==> src/verilog/cst_pkg.sv <==
// constants and types shared by the common start/trip aggregator
// assumes a 32-bit Avalon-MM register bus with byte addresses
package cst_pkg;

  // ==========================================================
  // register byte offsets
  localparam logic [5:0] OFS_CTRL = 6'h00;
  localparam logic [5:0] OFS_START_ASSIGN = 6'h04;
  localparam logic [5:0] OFS_TRIP_ASSIGN = 6'h08;
  localparam logic [5:0] OFS_COND = 6'h0C;
  localparam logic [5:0] OFS_START_CNT = 6'h10;
  localparam logic [5:0] OFS_TRIP_CNT = 6'h14;
  localparam logic [5:0] OFS_CNT_CLR = 6'h18;
  localparam logic [5:0] OFS_IRQ_STAT = 6'h1C;
  localparam logic [5:0] OFS_IRQ_MASK = 6'h20;
  localparam logic [5:0] OFS_RAW = 6'h24;

  // ==========================================================
  // control register layout
  localparam int unsigned CTRL_FORCE_LSB = 0;
  localparam int unsigned CTRL_STORE_ON_BIT = 2;
  localparam int unsigned CTRL_STORE_OFF_BIT = 3;
  localparam logic [1:0] CTRL_FORCE_RESET = 2'h0;
  localparam logic CTRL_STORE_ON_RESET = 1'b1;
  localparam logic CTRL_STORE_OFF_RESET = 1'b1;

  // ==========================================================
  // counter clear strobes
  localparam int unsigned CLR_START_BIT = 0;
  localparam int unsigned CLR_TRIP_BIT = 1;

  // ==========================================================
  // raw status layout
  localparam int unsigned RAW_STAGE_START_BIT = 0;
  localparam int unsigned RAW_STAGE_TRIP_BIT = 1;
  localparam int unsigned RAW_EXTRA_START_BIT = 2;
  localparam int unsigned RAW_EXTRA_TRIP_BIT = 3;

  // ==========================================================
  // event indices, also interrupt status bit positions
  localparam int unsigned EV_START_ON = 0;
  localparam int unsigned EV_START_OFF = 1;
  localparam int unsigned EV_TRIP_ON = 2;
  localparam int unsigned EV_TRIP_OFF = 3;
  localparam int unsigned EV_NUM = 4;
  localparam int unsigned IRQ_LOST_BIT = 4;
  localparam int unsigned IRQ_W = 5;
  localparam logic [IRQ_W-1:0] IRQ_MASK_RESET = 5'h00;

  // ==========================================================
  // enumerations
  typedef enum logic [1:0] {
    CST_FORCE_NORMAL = 2'h0,
    CST_FORCE_START = 2'h1,
    CST_FORCE_TRIP = 2'h2
  } cst_force_t;

  typedef enum logic [1:0] {
    CST_COND_NORMAL = 2'h0,
    CST_COND_START = 2'h1,
    CST_COND_TRIP = 2'h2
  } cst_cond_t;

endpackage : cst_pkg

==> src/verilog/cst_edge.sv <==
// output flop of one common signal with its on/off edge strobes
// assumes the level input is the combinational next value
`timescale 1ns/1ps
module cst_edge (
  // clock and reset
  input wire logic clk,
  input wire logic rst_n,
  // level in
  input wire logic lvl_d,
  // registered level and edges of the coming update
  output logic lvl_q,
  output logic rise,
  output logic fall
);

  // ==========================================================
  // output flop
  always_ff @(posedge clk or negedge rst_n) begin
    if (!rst_n) begin
      lvl_q <= 1'b0;
    end else begin
      lvl_q <= lvl_d;
    end
  end

  // ==========================================================
  // edges seen one cycle early so the stamp matches the change
  assign rise = lvl_d & ~lvl_q;
  assign fall = ~lvl_d & lvl_q;

endmodule : cst_edge

==> src/verilog/cst_top.sv <==
// common start/trip aggregator with event, counter and interrupt logic
// assumes stage and extra inputs synchronous to clk, time_now free running
//
// Functional notes
// - common start is any active stage start; common trip any active stage trip.
// - assigned extra start inputs also drive the common start.
// - assigned extra trip inputs also drive the common trip.
// - force setting normal/start/trip, default normal, honoured only with forcing enabled.
// - general settings stay put across setting group changes.
// - read-only condition shows normal, start or trip from the common outputs.
// - the block has no blocking input; suppression belongs inside each stage.
// - on and off events per common output, mask picks which get stored.
// - every recorded event carries the time of its status change.
// - resettable counters count common start and common trip events.
// - common start and trip are plain outputs for relays and user logic.
//
// The address map and the Avalon-MM interface to the registers were decided locally.
`timescale 1ns/1ps
module cst_top #(
  parameter int unsigned NSTAGE = 16,
  parameter int unsigned NEXTRA = 8,
  parameter int unsigned TSW = 32,
  parameter int unsigned CNTW = 32
) (
  // clock and reset
  input wire logic clk,
  input wire logic rst_n,
  // avalon-mm slave
  input wire logic [5:0] avs_address,
  input wire logic avs_read,
  input wire logic avs_write,
  input wire logic [31:0] avs_writedata,
  output logic [31:0] avs_readdata,
  output logic avs_waitrequest,
  // protection stages
  input wire logic [NSTAGE-1:0] stage_active,
  input wire logic [NSTAGE-1:0] stage_start,
  input wire logic [NSTAGE-1:0] stage_trip,
  // extra user inputs
  input wire logic [NEXTRA-1:0] extra_in,
  // global forcing enable from the general menu
  input wire logic force_enable,
  // time base
  input wire logic [TSW-1:0] time_now,
  // common outputs
  output logic common_start,
  output logic common_trip,
  // event record port
  output logic evt_valid,
  output logic [1:0] evt_code,
  output logic [TSW-1:0] evt_stamp,
  // interrupt
  output logic irq
);

  // ==========================================================
  // declarations
  logic [1:0] force_q;
  logic store_on_q;
  logic store_off_q;
  logic [NEXTRA-1:0] start_assign_q;
  logic [NEXTRA-1:0] trip_assign_q;
  logic [CNTW-1:0] start_cnt_q;
  logic [CNTW-1:0] trip_cnt_q;
  logic [cst_pkg::IRQ_W-1:0] irq_stat_q;
  logic [cst_pkg::IRQ_W-1:0] irq_stat_d;
  logic [cst_pkg::IRQ_W-1:0] irq_mask_q;
  logic wait_q;
  logic [31:0] rdata_q;
  logic [31:0] rdata_d;
  logic wr_ack;
  logic stage_start_any;
  logic stage_trip_any;
  logic extra_start_any;
  logic extra_trip_any;
  logic force_start;
  logic force_trip;
  logic start_d;
  logic trip_d;
  logic start_rise;
  logic start_fall;
  logic trip_rise;
  logic trip_fall;
  logic [cst_pkg::EV_NUM-1:0] ev;
  logic [cst_pkg::EV_NUM-1:0] ev_store;
  logic [cst_pkg::EV_NUM-1:0] pend_q;
  logic [cst_pkg::EV_NUM-1:0] launch;
  logic [cst_pkg::EV_NUM-1:0] lost;
  logic [TSW-1:0] stamp_q [cst_pkg::EV_NUM];
  logic evt_valid_q;
  logic [1:0] evt_code_q;
  logic [TSW-1:0] evt_stamp_q;
  logic irq_q;
  cst_pkg::cst_cond_t cond;

  // ==========================================================
  // bus handshake
  // one wait cycle: data is prepared, then the request is acked
  always_ff @(posedge clk or negedge rst_n) begin
    if (!rst_n) begin
      wait_q <= 1'b1;
    end else if ((avs_read || avs_write) && wait_q) begin
      wait_q <= 1'b0;
    end else begin
      wait_q <= 1'b1;
    end
  end

  assign wr_ack = avs_write && !wait_q;

  // ==========================================================
  // general settings
  // no setting-group input reaches these flops, so group changes leave them
  always_ff @(posedge clk or negedge rst_n) begin
    if (!rst_n) begin
      force_q <= cst_pkg::CTRL_FORCE_RESET;
      store_on_q <= cst_pkg::CTRL_STORE_ON_RESET;
      store_off_q <= cst_pkg::CTRL_STORE_OFF_RESET;
    end else if (wr_ack && avs_address == cst_pkg::OFS_CTRL) begin
      force_q <= avs_writedata[cst_pkg::CTRL_FORCE_LSB +: 2];
      store_on_q <= avs_writedata[cst_pkg::CTRL_STORE_ON_BIT];
      store_off_q <= avs_writedata[cst_pkg::CTRL_STORE_OFF_BIT];
    end
  end

  always_ff @(posedge clk or negedge rst_n) begin
    if (!rst_n) begin
      start_assign_q <= '0;
      trip_assign_q <= '0;
    end else if (wr_ack && avs_address == cst_pkg::OFS_START_ASSIGN) begin
      start_assign_q <= avs_writedata[NEXTRA-1:0];
    end else if (wr_ack && avs_address == cst_pkg::OFS_TRIP_ASSIGN) begin
      trip_assign_q <= avs_writedata[NEXTRA-1:0];
    end
  end

  // ==========================================================
  // aggregation
  // there is no blocking term here; stages gate their own outputs
  assign stage_start_any = |(stage_start & stage_active);
  assign stage_trip_any = |(stage_trip & stage_active);
  assign extra_start_any = |(extra_in & start_assign_q);
  assign extra_trip_any = |(extra_in & trip_assign_q);

  // code 3 is undefined and decodes as normal
  assign force_start = force_enable &&
    (force_q == cst_pkg::CST_FORCE_START);
  assign force_trip = force_enable &&
    (force_q == cst_pkg::CST_FORCE_TRIP);

  assign start_d = stage_start_any || extra_start_any || force_start;
  assign trip_d = stage_trip_any || extra_trip_any || force_trip;

  // ==========================================================
  // output flops and edges
  cst_edge u_start (
    .clk(clk),
    .rst_n(rst_n),
    .lvl_d(start_d),
    .lvl_q(common_start),
    .rise(start_rise),
    .fall(start_fall)
  );

  cst_edge u_trip (
    .clk(clk),
    .rst_n(rst_n),
    .lvl_d(trip_d),
    .lvl_q(common_trip),
    .rise(trip_rise),
    .fall(trip_fall)
  );

  // ==========================================================
  // condition indication
  always_comb begin
    if (common_trip) begin
      cond = cst_pkg::CST_COND_TRIP;
    end else if (common_start) begin
      cond = cst_pkg::CST_COND_START;
    end else begin
      cond = cst_pkg::CST_COND_NORMAL;
    end
  end

  // ==========================================================
  // event vector and storage mask
  always_comb begin
    ev = '0;
    ev[cst_pkg::EV_START_ON] = start_rise;
    ev[cst_pkg::EV_START_OFF] = start_fall;
    ev[cst_pkg::EV_TRIP_ON] = trip_rise;
    ev[cst_pkg::EV_TRIP_OFF] = trip_fall;
    ev_store = '0;
    ev_store[cst_pkg::EV_START_ON] = start_rise && store_on_q;
    ev_store[cst_pkg::EV_START_OFF] = start_fall && store_off_q;
    ev_store[cst_pkg::EV_TRIP_ON] = trip_rise && store_on_q;
    ev_store[cst_pkg::EV_TRIP_OFF] = trip_fall && store_off_q;
  end

  // ==========================================================
  // launch choice: lowest pending index goes out first
  always_comb begin
    logic found;
    found = 1'b0;
    launch = '0;
    for (int i = 0; i < cst_pkg::EV_NUM; i++) begin
      if (pend_q[i] && !found) begin
        launch[i] = 1'b1;
        found = 1'b1;
      end
    end
  end

  // ==========================================================
  // per-event pending slots
  // one slot per event kind: a second event of one kind that comes while
  // its slot still waits behind a lower index is dropped and flagged as lost
  genvar g;
  generate
    for (g = 0; g < cst_pkg::EV_NUM; g++) begin : g_slot
      assign lost[g] = ev_store[g] && pend_q[g] && !launch[g];
      always_ff @(posedge clk or negedge rst_n) begin
        if (!rst_n) begin
          pend_q[g] <= 1'b0;
          stamp_q[g] <= '0;
        end else if (ev_store[g] && (!pend_q[g] || launch[g])) begin
          pend_q[g] <= 1'b1;
          stamp_q[g] <= time_now;
        end else if (launch[g]) begin
          pend_q[g] <= 1'b0;
        end
      end
    end
  endgenerate

  // ==========================================================
  // event record port
  always_ff @(posedge clk or negedge rst_n) begin
    if (!rst_n) begin
      evt_valid_q <= 1'b0;
      evt_code_q <= 2'h0;
      evt_stamp_q <= '0;
    end else begin
      evt_valid_q <= |launch;
      for (int i = 0; i < cst_pkg::EV_NUM; i++) begin
        if (launch[i]) begin
          evt_code_q <= i[1:0];
          evt_stamp_q <= stamp_q[i];
        end
      end
    end
  end

  assign evt_valid = evt_valid_q;
  assign evt_code = evt_code_q;
  assign evt_stamp = evt_stamp_q;

  // ==========================================================
  // cumulative counters
  // saturate rather than wrap so a long history never reads as small
  always_ff @(posedge clk or negedge rst_n) begin
    if (!rst_n) begin
      start_cnt_q <= '0;
    end else if (wr_ack && avs_address == cst_pkg::OFS_CNT_CLR &&
                 avs_writedata[cst_pkg::CLR_START_BIT]) begin
      start_cnt_q <= {{(CNTW-1){1'b0}}, start_rise};
    end else if (start_rise && start_cnt_q != {CNTW{1'b1}}) begin
      start_cnt_q <= start_cnt_q + 1'b1;
    end
  end

  always_ff @(posedge clk or negedge rst_n) begin
    if (!rst_n) begin
      trip_cnt_q <= '0;
    end else if (wr_ack && avs_address == cst_pkg::OFS_CNT_CLR &&
                 avs_writedata[cst_pkg::CLR_TRIP_BIT]) begin
      trip_cnt_q <= {{(CNTW-1){1'b0}}, trip_rise};
    end else if (trip_rise && trip_cnt_q != {CNTW{1'b1}}) begin
      trip_cnt_q <= trip_cnt_q + 1'b1;
    end
  end

  // ==========================================================
  // interrupt status, mask and output
  // a new event in the clearing cycle keeps its bit set
  always_comb begin
    irq_stat_d = irq_stat_q;
    if (wr_ack && avs_address == cst_pkg::OFS_IRQ_STAT) begin
      irq_stat_d = irq_stat_q & ~avs_writedata[cst_pkg::IRQ_W-1:0];
    end
    irq_stat_d[cst_pkg::EV_NUM-1:0] = irq_stat_d[cst_pkg::EV_NUM-1:0] | ev;
    irq_stat_d[cst_pkg::IRQ_LOST_BIT] = irq_stat_d[cst_pkg::IRQ_LOST_BIT] | (|lost);
  end

  always_ff @(posedge clk or negedge rst_n) begin
    if (!rst_n) begin
      irq_stat_q <= '0;
    end else begin
      irq_stat_q <= irq_stat_d;
    end
  end

  always_ff @(posedge clk or negedge rst_n) begin
    if (!rst_n) begin
      irq_mask_q <= cst_pkg::IRQ_MASK_RESET;
    end else if (wr_ack && avs_address == cst_pkg::OFS_IRQ_MASK) begin
      irq_mask_q <= avs_writedata[cst_pkg::IRQ_W-1:0];
    end
  end

  always_ff @(posedge clk or negedge rst_n) begin
    if (!rst_n) begin
      irq_q <= 1'b0;
    end else begin
      irq_q <= |(irq_stat_d & irq_mask_q);
    end
  end

  assign irq = irq_q;

  // ==========================================================
  // read mux, unmapped offsets read as zero
  always_comb begin
    rdata_d = '0;
    if (avs_address == cst_pkg::OFS_CTRL) begin
      rdata_d[cst_pkg::CTRL_FORCE_LSB +: 2] = force_q;
      rdata_d[cst_pkg::CTRL_STORE_ON_BIT] = store_on_q;
      rdata_d[cst_pkg::CTRL_STORE_OFF_BIT] = store_off_q;
    end else if (avs_address == cst_pkg::OFS_START_ASSIGN) begin
      rdata_d[NEXTRA-1:0] = start_assign_q;
    end else if (avs_address == cst_pkg::OFS_TRIP_ASSIGN) begin
      rdata_d[NEXTRA-1:0] = trip_assign_q;
    end else if (avs_address == cst_pkg::OFS_COND) begin
      rdata_d[1:0] = cond;
    end else if (avs_address == cst_pkg::OFS_START_CNT) begin
      rdata_d[CNTW-1:0] = start_cnt_q;
    end else if (avs_address == cst_pkg::OFS_TRIP_CNT) begin
      rdata_d[CNTW-1:0] = trip_cnt_q;
    end else if (avs_address == cst_pkg::OFS_IRQ_STAT) begin
      rdata_d[cst_pkg::IRQ_W-1:0] = irq_stat_q;
    end else if (avs_address == cst_pkg::OFS_IRQ_MASK) begin
      rdata_d[cst_pkg::IRQ_W-1:0] = irq_mask_q;
    end else if (avs_address == cst_pkg::OFS_RAW) begin
      rdata_d[cst_pkg::RAW_STAGE_START_BIT] = stage_start_any;
      rdata_d[cst_pkg::RAW_STAGE_TRIP_BIT] = stage_trip_any;
      rdata_d[cst_pkg::RAW_EXTRA_START_BIT] = extra_start_any;
      rdata_d[cst_pkg::RAW_EXTRA_TRIP_BIT] = extra_trip_any;
    end
  end

  always_ff @(posedge clk or negedge rst_n) begin
    if (!rst_n) begin
      rdata_q <= '0;
    end else if (avs_read && wait_q) begin
      rdata_q <= rdata_d;
    end
  end

  assign avs_readdata = rdata_q;
  assign avs_waitrequest = wait_q;

endmodule : cst_top

==> config.mk <==
export PLATFORM = sky130hd
export DESIGN_NAME = cst_top
export DESIGN_NICKNAME = d
export VERILOG_FILES = /design/src/verilog/cst_pkg.sv /design/src/verilog/cst_edge.sv /design/src/verilog/cst_top.sv
export SDC_FILE = /design/constraint.sdc
export NUM_CORES = 1
export LEC_CHECK = 0
export ABC_CLOCK_PERIOD_IN_PS = 5000
export BUFFER_PORTS_ARGS = -buffer_cell sky130_fd_sc_hd__buf_2
export CAP_MARGIN = 30
export CORE_UTILIZATION = 35
export DETAILED_ROUTE_END_ITERATION = 12
export GPL_ROUTABILITY_DRIVEN = 0
export SETUP_SLACK_MARGIN = 0.15
export SLEW_MARGIN = 10
export SYNTH_ARGS = -nofsm -noshare
export SYNTH_HDL_FRONTEND = slang
export SYNTH_SLANG_ARGS = --single-unit
export TNS_END_PERCENT = 5
==> constraint.sdc <==
create_clock -name clk -period 5 [get_ports clk]
set_input_delay 1 -clock clk [delete_from_list [all_inputs] [get_ports clk]]
set_output_delay 1 -clock clk [all_outputs]
set_load 0.005 [all_outputs]
# [After elaboration in Yosys (flattened, before gate mapping)]
# Index checks and enable logic that the tools add are counted.
[word_totals] ff_bits=297 elab_cells=173 input_bits=131 out_inout_bits=71
[op_classes] n_mux=45 n_addsub=2 reduce_logical=70 eq_ne=13 bitwise_logic=18
[op_table] operator="$mux 32" count=9
[op_table] operator="$add 32x1->32 const B" count=2
[op_table] operator="$ne 32x32->1 const B" count=2
[op_table] operator="$mux 24" count=2
[op_table] operator="$logic_and 1x1->1" count=34
[op_table] operator="$and 16x16->16" count=2
[op_table] operator="$reduce_or 16->1" count=2
[op_table] operator="$mux 30" count=1
[op_table] operator="$mux 28" count=1
[op_table] operator="$mux 27" count=1
[op_table] operator="$eq 6x5->1 const B" count=4
[op_table] operator="$mux 1" count=17
[op_table] operator="$and 8x8->8" count=2
[op_table] operator="$mux 8" count=2
[op_table] operator="$reduce_or 8->1" count=2
[op_table] operator="$mux 5" count=3
[op_table] operator="$eq 6x4->1 const B" count=2
[op_table] operator="$eq 6x6->1 const B" count=2
[op_table] operator="$mux 2" count=6
[op_table] operator="$mux 4" count=3
[op_table] operator="$reduce_bool 2->1" count=6
[op_table] operator="$logic_not 1->1" count=11
[op_table] operator="$and 5x5->5" count=2
[op_table] operator="$logic_or 1x1->1" count=9
[op_table] operator="13 further kinds" count=21

# [Logic depth before layout (Yosys ltp)]
# Gate-level depths: netlist of the first run.
[logic_depth] depth_word=16 ltp_mapped=9 ltp_nobuf=8

# [Hierarchy]
# Synthesis of the first run repeated with hierarchy kept, for this count alone.
[hier_totals] cells_unflattened=1275 hier_area_um2=14259.9
[modules_own_cells] mod="cst_top" instances=1 area_per_inst_um2=14179.8 cells_per_inst=1269
[modules_own_cells] mod="cst_edge" instances=2 area_per_inst_um2=40.0 cells_per_inst=3

# [Least setup slack after synthesis of the first run]
# No wires, ideal clock.
[synth_timing] kind="input port to flip-flop" start="input port stage_active[3]" end="register stamp_q[66] in the netlist's numbering" cell_stages=8 arrival_ns=2.681 t_required_ns=4.875 setup_slack_ns=2.194 path_cell_list="a22o_1 > a221oi_1 > and4_2 > and2_2 > nand3_2 > nor2_4 > buf_4 > mux2_2"
[synth_between] elab_chain_len=8
[synth_rtl] item="start, declared" line="cst_top.sv:36" rtl="input wire logic [NSTAGE-1:0] stage_active,"
[synth_rtl] item="$and 16x16->16" line="cst_top.sv:140" rtl="assign stage_start_any = |(stage_start & stage_active);"
[synth_rtl] item="$reduce_or 16->1" line="cst_top.sv:140"
[synth_rtl] item="$logic_or 1x1->1 (2 in series)" line="cst_top.sv:151" rtl="assign start_d = stage_start_any || extra_start_any || force_start;"
[synth_rtl] item="$not 1->1" line="cst_edge.sv:29" rtl="assign fall = ~lvl_d & lvl_q;"
[synth_rtl] item="$and 1x1->1" line="cst_edge.sv:29"
[synth_rtl] item="$logic_and 1x1->1" line="cst_top.sv:196" rtl="ev_store[cst_pkg::EV_START_OFF] = start_fall && store_off_q;"
[synth_rtl] item="$logic_and 1x1->1" line="cst_top.sv:227" rtl="end else if (ev_store[g] && (!pend_q[g] || launch[g])) begin"
[synth_rtl] item="end signal, assigned by index" line="cst_top.sv:229" rtl="stamp_q[g] <= time_now;"
[synth_rtl] item="end, declared" line="cst_top.sv:89" rtl="logic [TSW-1:0] stamp_q [cst_pkg::EV_NUM];"
# No other way between the ends.
# A chain may end at the register's enable or synchronous reset.

# [Worst setup path in the final report of the first run]
[layout_timing] start="input port stage_active[5]" end="register stamp_q[87] in the netlist's numbering"
# Same word-level chain as after synthesis.

==> results.cfg, run 1 <==
[drt]
antenna_left = 0
drc = 0
wl_per_cell_um = 17.7
wl_um = 34100
vias_per_cell = 5.33
num_vias = 10300
first_pass_iters = 5
drtIter0Drc = 485

[die]
die_h_um = 202
die_area_sq_um = 40700
fp.coreArea_sq_um = 39000
rows = 72
pin_count = 202
initial_core_util_pct = 35.8
die_w_um = 202

[logic_synthesis]
yosysWarnings = 0
ys.flop_type = dfrtp_1
synth_fp_nets = 1358
synth_area_sq_um = 14000
ys_types = 70
synth.avg_cell_area_sq_um = 11.4
ys_seq_elements = 297
synth_cells = 1225
async_flop_share_pct = 100
yosysSeqAreaShare_pct = 53.2
synth-edff-count = 0

[global_routing]
grt_overflow_total = 0
grt_max_degree = 116
track_usage_pct = 17.3
grt_antenna_before_repair = 1
grt_pass1_vias = 10500
grt_pass1_wl_um = 56600

[clock_network]
clock_latency_ns = 0.53
post_cts_buffers = 0
path_clk_slew_ns = 0.05
cts_tree = built
cts_sinks = 297
htreeDepth = 2
cts_resized = 0
root_buffer = clkbuf_16
cts_hold_buf = 0
cts_made_buffers = 36
clockBufferDepth = 3

[layout]
final_nets = 1520
area.growth.synth_to_final_pct = 17.7
final_common_cell = dfrtp_1
fillerInstances = 3761
multi_input_area_sq_um = 6170
fin_util_pct = 42.2
fin_area_sq_um = 16400
seqCellArea_sq_um = 7440
final_layout_size_suffix_gt1_share_pct = 29.7
final_cell_mix = dfrtp_1, buf_2, mux2_2
antenna_cells = 0

[worst_setup_path]
cp.required_ns = 5.39
critPathSlowestCell = and4_2
path_buf_inv = 2
path_cells = buf_2 -> a22o_1 -> a221oi_1 -> and4_2 -> and2_2 -> nand3_2 -> nor2_4 -> buf_4 -> mux2_2
crit_path_start_kind = input pin
worstPathMaxFanout = 32
cpPeakStageDelay_ns = 0.44
cp_top_family = simple AND/OR/NAND/NOR gates
arrival_ns = 3.40
path_class = in -> reg
end_kind = flip-flop

[timing]
final-hold-violation-count = 0
worst_pin_slew_ns = 0.915
period_share_pct = 60.2
slew_headroom_pct = 39.0
setup_viol = 0
clock_skew_ns = 0.0214
max_freq_mhz = 332
drv_slew = 0
tns_ns = 0
fin_ws_ns = 1.99
rsz0062_at_grt = no
period_minus_slack_ns = 3.01

[placed_design]
dp_slack_ns = 1.44
port_buffers = 177
dp_hpwl_um = 22200
placed_area_sq_um = 15400

[pwr]
internal-power_mw = 4.18
peakVddDrop_mv = 0.181
power.switching_mw = 1.33
p_leak_nw = 8.05
clkPwrFrac_pct = 43.7
power_mw = 5.51
switching_share_pct = 24.2
power_density_nw_per_um2 = 335
pwr-share-seq_pct = 47.9
combPwrFrac_pct = 8.4

[run]
max-cap-violations = 0

[outcome]
status = finished clean

[hold_path]
hold_class = reg -> reg
## worst paths after layout
check	slack, ns	to	cells after the start	from
min in group asynchronous	0.56	start_assign_q[6]$_DFFE_PN0P_	1	rst_n
worst max-delay path	1.99	stamp_q[87]$_DFFE_PN0P_	9	stage_active[5]
worst min register to register	0.48	stamp_q[67]$_DFFE_PN0P_	1	stamp_q[67]$_DFFE_PN0P_
max in group asynchronous	3.36	evt_stamp[13]$_DFFE_PN0P_	2	rst_n
worst min-delay path	0.48	stamp_q[67]$_DFFE_PN0P_	1	stamp_q[67]$_DFFE_PN0P_
worst max register to register	2.12	trip_cnt_q[31]$_DFFE_PN0P_	6	trip_cnt_q[0]$_DFFE_PN0P_
## synth_stat cells, drive strengths merged, types with 4 or more instances
cell    count  share of area (%)
dfrtp     294                 53
mux2      156                 13
nor2      147                4.0
mux2i      65                4.7
nand2      57                1.5
a21oi      52                1.9
xor2       43                2.7
nand3      42                1.5
clkbuf     40                1.1
nand4      37                1.7
a221oi     36                2.3
a211oi     34                1.9
buf        33                1.4
and3       19               0.85
o21ai      19               0.68
nor3       12               0.50
and2       11               0.50
and4       11               0.70
inv        11               0.30
a22o       10               0.63
a22oi       9               0.48
nor3b       7               0.49
or3         7               0.31
nand2b      6               0.27
nand3b      6               0.32
or4         6               0.32
a31oi       5               0.27
nor4        5               0.22
o211ai      5               0.27
xnor2       4               0.25
## kinds of logic (layout without fill, tap and decap cells)
kind of cell,count (synthesis),in the layout,synth area share (%)
DFF,297,297,53.2
xor gates and xnor gates,47,47,2.94
AOI/OAI and AO/OA,191,191,9.79
muxes,221,221,17.2
adders and majority gates,2,2,0.179
and+or+nand+nor,383,383,13.9
buffers and inverters,84,266,2.80
## power by group through the flow
stage	Clock, mW	Sequential (mW)	Combinational (mW)
after floorplan	0	2.67	0.215
after global placement	0	2.68	0.461
after detailed placement	0	2.68	0.470
after CTS	2.50	2.64	0.471
after global routing	2.60	2.66	0.520
final	2.41	2.64	0.461
## metal layers
metal  track usage, %  routed length (um)
met1             23.5               15600
met2             28.0               16100
met3             2.68                1430
met4             6.49                 883
met5                0                  13
## sequential cells by signal, indices dropped and copies added (netlist names), 2 cells and up
| signal | count |
|---|---|
| avs_readdata | 32 |
| evt_code | 2 |
| evt_stamp | 32 |
| force_q | 2 |
| irq_mask_q | 5 |
| irq_stat_q | 5 |
| pend_q | 4 |
| stamp_q | 128 |
| start_assign_q | 8 |
| start_cnt_q | 32 |
| trip_assign_q | 8 |
| trip_cnt_q | 32 |
## stage by stage
step | hold WS, ns | std cells
finish | 0.484 | 1925
floorplan | 0.457 | 1225
global route | 0.505 | 1925
CTS | 0.488 | 1925
detailed placement | 0.478 | 1867
global placement | 0.466 | 1866
## cell type report
cell class	count	share of cell area [%]
Timing Repair Buffer	197	6.56
Clock inverter	7	0.243
Tap cell	518	3.94
Sequential cell	297	45.2
Multi-Input combinational cell	844	37.5
Inverter	11	0.251
Clock buffer	51	6.25
## worst reg2reg max path, cell delays in order (launching register included)
cell	delay, ns
dfrtp_1	0.45
ha_1	0.27
and3_1	0.28
nand4_1	0.57
nand4_1	0.51
nor4_1	0.48
mux2i_1	0.24
Power figures use the tool's default switching activity.
==> inputs of run 2 (changes only) <==
--- a/config.mk
+++ b/config.mk
@@ -5,7 +5,8 @@
 export SDC_FILE = /design/constraint.sdc
 export NUM_CORES = 1
 export LEC_CHECK = 0
-export ABC_CLOCK_PERIOD_IN_PS = 5000
+export ABC_AREA = 1
+export ABC_CLOCK_PERIOD_IN_PS = 2870
 export BUFFER_PORTS_ARGS = -buffer_cell sky130_fd_sc_hd__buf_2
 export CAP_MARGIN = 30
 export CORE_UTILIZATION = 35
==> constraint.sdc (replaced) <==
create_clock -name clk -period 2.87 [get_ports clk]
set_input_delay 0.574 -clock clk [delete_from_list [all_inputs] [get_ports clk]]
set_output_delay 0.574 -clock clk [all_outputs]
set_load 0.005 [all_outputs]
==> results.cfg, run 2 <==
[global_routing]
grt_antenna_before_repair = 3
grt_pass1_wl_um = 68700
grt_overflow_total = 0
grt_max_degree = 84
grt_pass1_vias = 13000
track_usage_pct = 19.8

[worst_setup_path]
path_class = reg -> reg
path_buf_inv = 2
cp.depth = 11
crit_start = trip_cnt_q[1]$_DFFE_PN0P_
cpPeakStageDelay_ns = 0.44
r2r-end = trip_cnt_q[8]$_DFFE_PN0P_
path_cells = ha_1 -> nand3_1 -> inv_1 -> nand2_1 -> nor2_1 -> nand2_1 -> nand3_2 -> inv_2 -> nand3_1 -> nor2_1 -> nor2_1
r2r-start = trip_cnt_q[1]$_DFFE_PN0P_
crit_path_start_kind = flip-flop
critPathSlowestCell = dfrtp_1
r2r_cells = 11
r2r_setup_slack_ns = 0.35
crit_path_end = trip_cnt_q[8]$_DFFE_PN0P_
worstPathMaxFanout = 20
cp_top_family = simple AND/OR/NAND/NOR gates
path_common_cell = nor2_1
end_kind = flip-flop
cp.required_ns = 3.31
arrival_ns = 2.95

[timing]
clock_skew_ns = 0.0176
worst_pin_slew_ns = 0.759
drv_slew = 0
fin_ws_ns = 0.354
timing.hold.ws_ns = 0.210
setup_viol = 0
period_share_pct = 87.7
max_freq_mhz = 398
slew_headroom_pct = 49.4
final-hold-violation-count = 0
rsz0062_at_grt = no
period_minus_slack_ns = 2.52
tns_ns = 0

[logic_synthesis]
yosysTopAreaCellShare_pct = 50.0
ys_types = 35
synth_cells = 1904
synth_area_sq_um = 14700
yosysWarnings = 0
ys_seq_elements = 297
yosysSeqAreaShare_pct = 50.5
synth_area_leader_cell = dfrtp_1
synth_fp_nets = 2037
yosysMostFrequentCell = nand2_1
synth.area.top_cells = dfrtp_1, nand2_1, o21ai_0, o21ai_1, inv_1
synth_commonest_cells = nand2_1, dfrtp_1, o21ai_0, inv_1, o21ai_1
ys.flop_type = dfrtp_1
synth.avg_cell_area_sq_um = 7.73
synth-edff-count = 0
async_flop_share_pct = 100

[drt]
vias_per_cell = 5.08
drtIter0Drc = 948
first_pass_iters = 8
num_vias = 13300
wl_um = 42000
drc = 0
wl_per_cell_um = 16.0
antenna_left = 0

[placed_design]
port_buffers = 177
dp_hpwl_um = 28900
dp_slack_ns = 0.409

[clock_network]
path_clk_slew_ns = 0.06
cts_resized = 0
cts_made_buffers = 36
clockBufferDepth = 3
clock_latency_ns = 0.55
cts_hold_buf = 1
cts_tree = built
htreeDepth = 2
post_cts_buffers = 0
root_buffer = clkbuf_16
cts_sinks = 297

[die]
die_area_sq_um = 42900
fp.coreArea_sq_um = 41200
initial_core_util_pct = 35.7
die_h_um = 207
pin_count = 202
rows = 74
die_w_um = 207

[outcome]
status = finished clean

[layout]
final_cell_mix = nand2_1, dfrtp_1, o21ai_0
fillerInstances = 4188
final_nets = 2198
fin_util_pct = 42.5
area.growth.synth_to_final_pct = 18.8
final_common_cell = nand2_1
largest_reg_flops = 128
final_layout_size_suffix_gt1_share_pct = 15.0
max_flop_register = stamp_q

[hold_path]
hold_class = in -> reg

[pwr]
power.switching_mw = 2.90
switching_share_pct = 27.4
clkPwrFrac_pct = 43.7
combPwrFrac_pct = 10.8
pwr-share-seq_pct = 45.6
peakVddDrop_mv = 0.332
power_density_nw_per_um2 = 604
p_leak_nw = 8.41
internal-power_mw = 7.67

[run]
max-cap-violations = 0
[run 2: cell count changes after synthesis, sizes merged, moves of 32 or more]
cell    previous run  this run
o21ai             19       313
nand2             57       619
o211ai             5        68
mux2i             65         0
a211oi            34         1
mux2             156         0
nand3             42        74
inv               11       166
a221oi            36         0
[run 2: kinds of logic (layout without fill, tap and decap cells)]
| group | after synthesis | count (layout) | share of synthesized area [%] |
|---|---|---|---|
| simple gates | 906 | 906 | 25.3 |
| compound gates | 415 | 415 | 15.5 |
| flops | 297 | 297 | 50.5 |
| buf+inv | 253 | 440 | 6.73 |
| xor+xnor | 31 | 31 | 1.84 |
| fa+ha+maj | 2 | 2 | 0.170 |
| other cells | 0 | 2 | 0 |
[run 2: per-layer routing]
metal,routed length (um),part of all wire [%],global-route usage (%),vias to the layer above
met3,2130,5.1,3.79,67
met2,19200,46,32.1,352
met1,19800,47,26.9,6320
met5,13,0.031,0,-
li1,-,-,-,6591
met4,896,2.1,5.66,2
[run 2: through the flow]
step | power [mW] | cells | cell area, sq um
2_1_floorplan | 5.46 | 1904 | 14700
3_3_place_gp | 5.99 | 2558 | 16300
3_5_place_dp | 6.02 | 2558 | 16300
4_1_cts | 10.7 | 2623 | 17500
5_1_grt | 11.0 | 2625 | 17500
6_report | 10.6 | 2625 | 17500
[run 2: how the worst min path moves through the flow]
stage,startpoint,endpoint,slack (ns),cells after the start
CTS,avs_write,avs_waitrequest$_DFF_PN1_,0.19,2
finish,avs_read,avs_waitrequest$_DFF_PN1_,0.21,2
detailed placement,avs_readdata[5]$_DFFE_PN0P_,avs_readdata[5]$_DFFE_PN0P_,0.46,2
global placement,avs_readdata[3]$_DFFE_PN0P_,avs_readdata[3]$_DFFE_PN0P_,0.46,2
floorplan,rst_n,avs_readdata[0]$_DFFE_PN0P_,0.28,0
global route,avs_read,avs_waitrequest$_DFF_PN1_,0.22,2
[run 2: power by group through the flow]
stage | Combinational [mW] | Sequential (mW) | Clock (mW)
finish | 1.14 | 4.81 | 4.61
global route | 1.31 | 4.85 | 4.88
CTS | 1.15 | 4.81 | 4.72
detailed placement | 1.14 | 4.88 | 0
global placement | 1.12 | 4.87 | 0
floorplan | 0.666 | 4.80 | 0
[run 2: final cells by class]
class	instances	area, sq um	share of cell area, %
clock buffer	48	1030	5.86
antenna	2	5.00	0.0286
inverter	166	626	3.58
tap	532	666	3.80
sequential	297	7440	42.5
multi-input combinational	1354	6330	36.2
clock inverter	16	178	1.02
timing repair buffer	210	1230	7.05
[run 2: worst register-to-register path: stages (launching register included)]
cell	delay, ns
dfrtp_1	0.44
ha_1	0.27
nand3_1	0.18
inv_1	0.06
nand2_1	0.13
nor2_1	0.08
nand2_1	0.15
nand3_2	0.33
inv_2	0.42
nand3_1	0.16
nor2_1	0.12
nor2_1	0.05
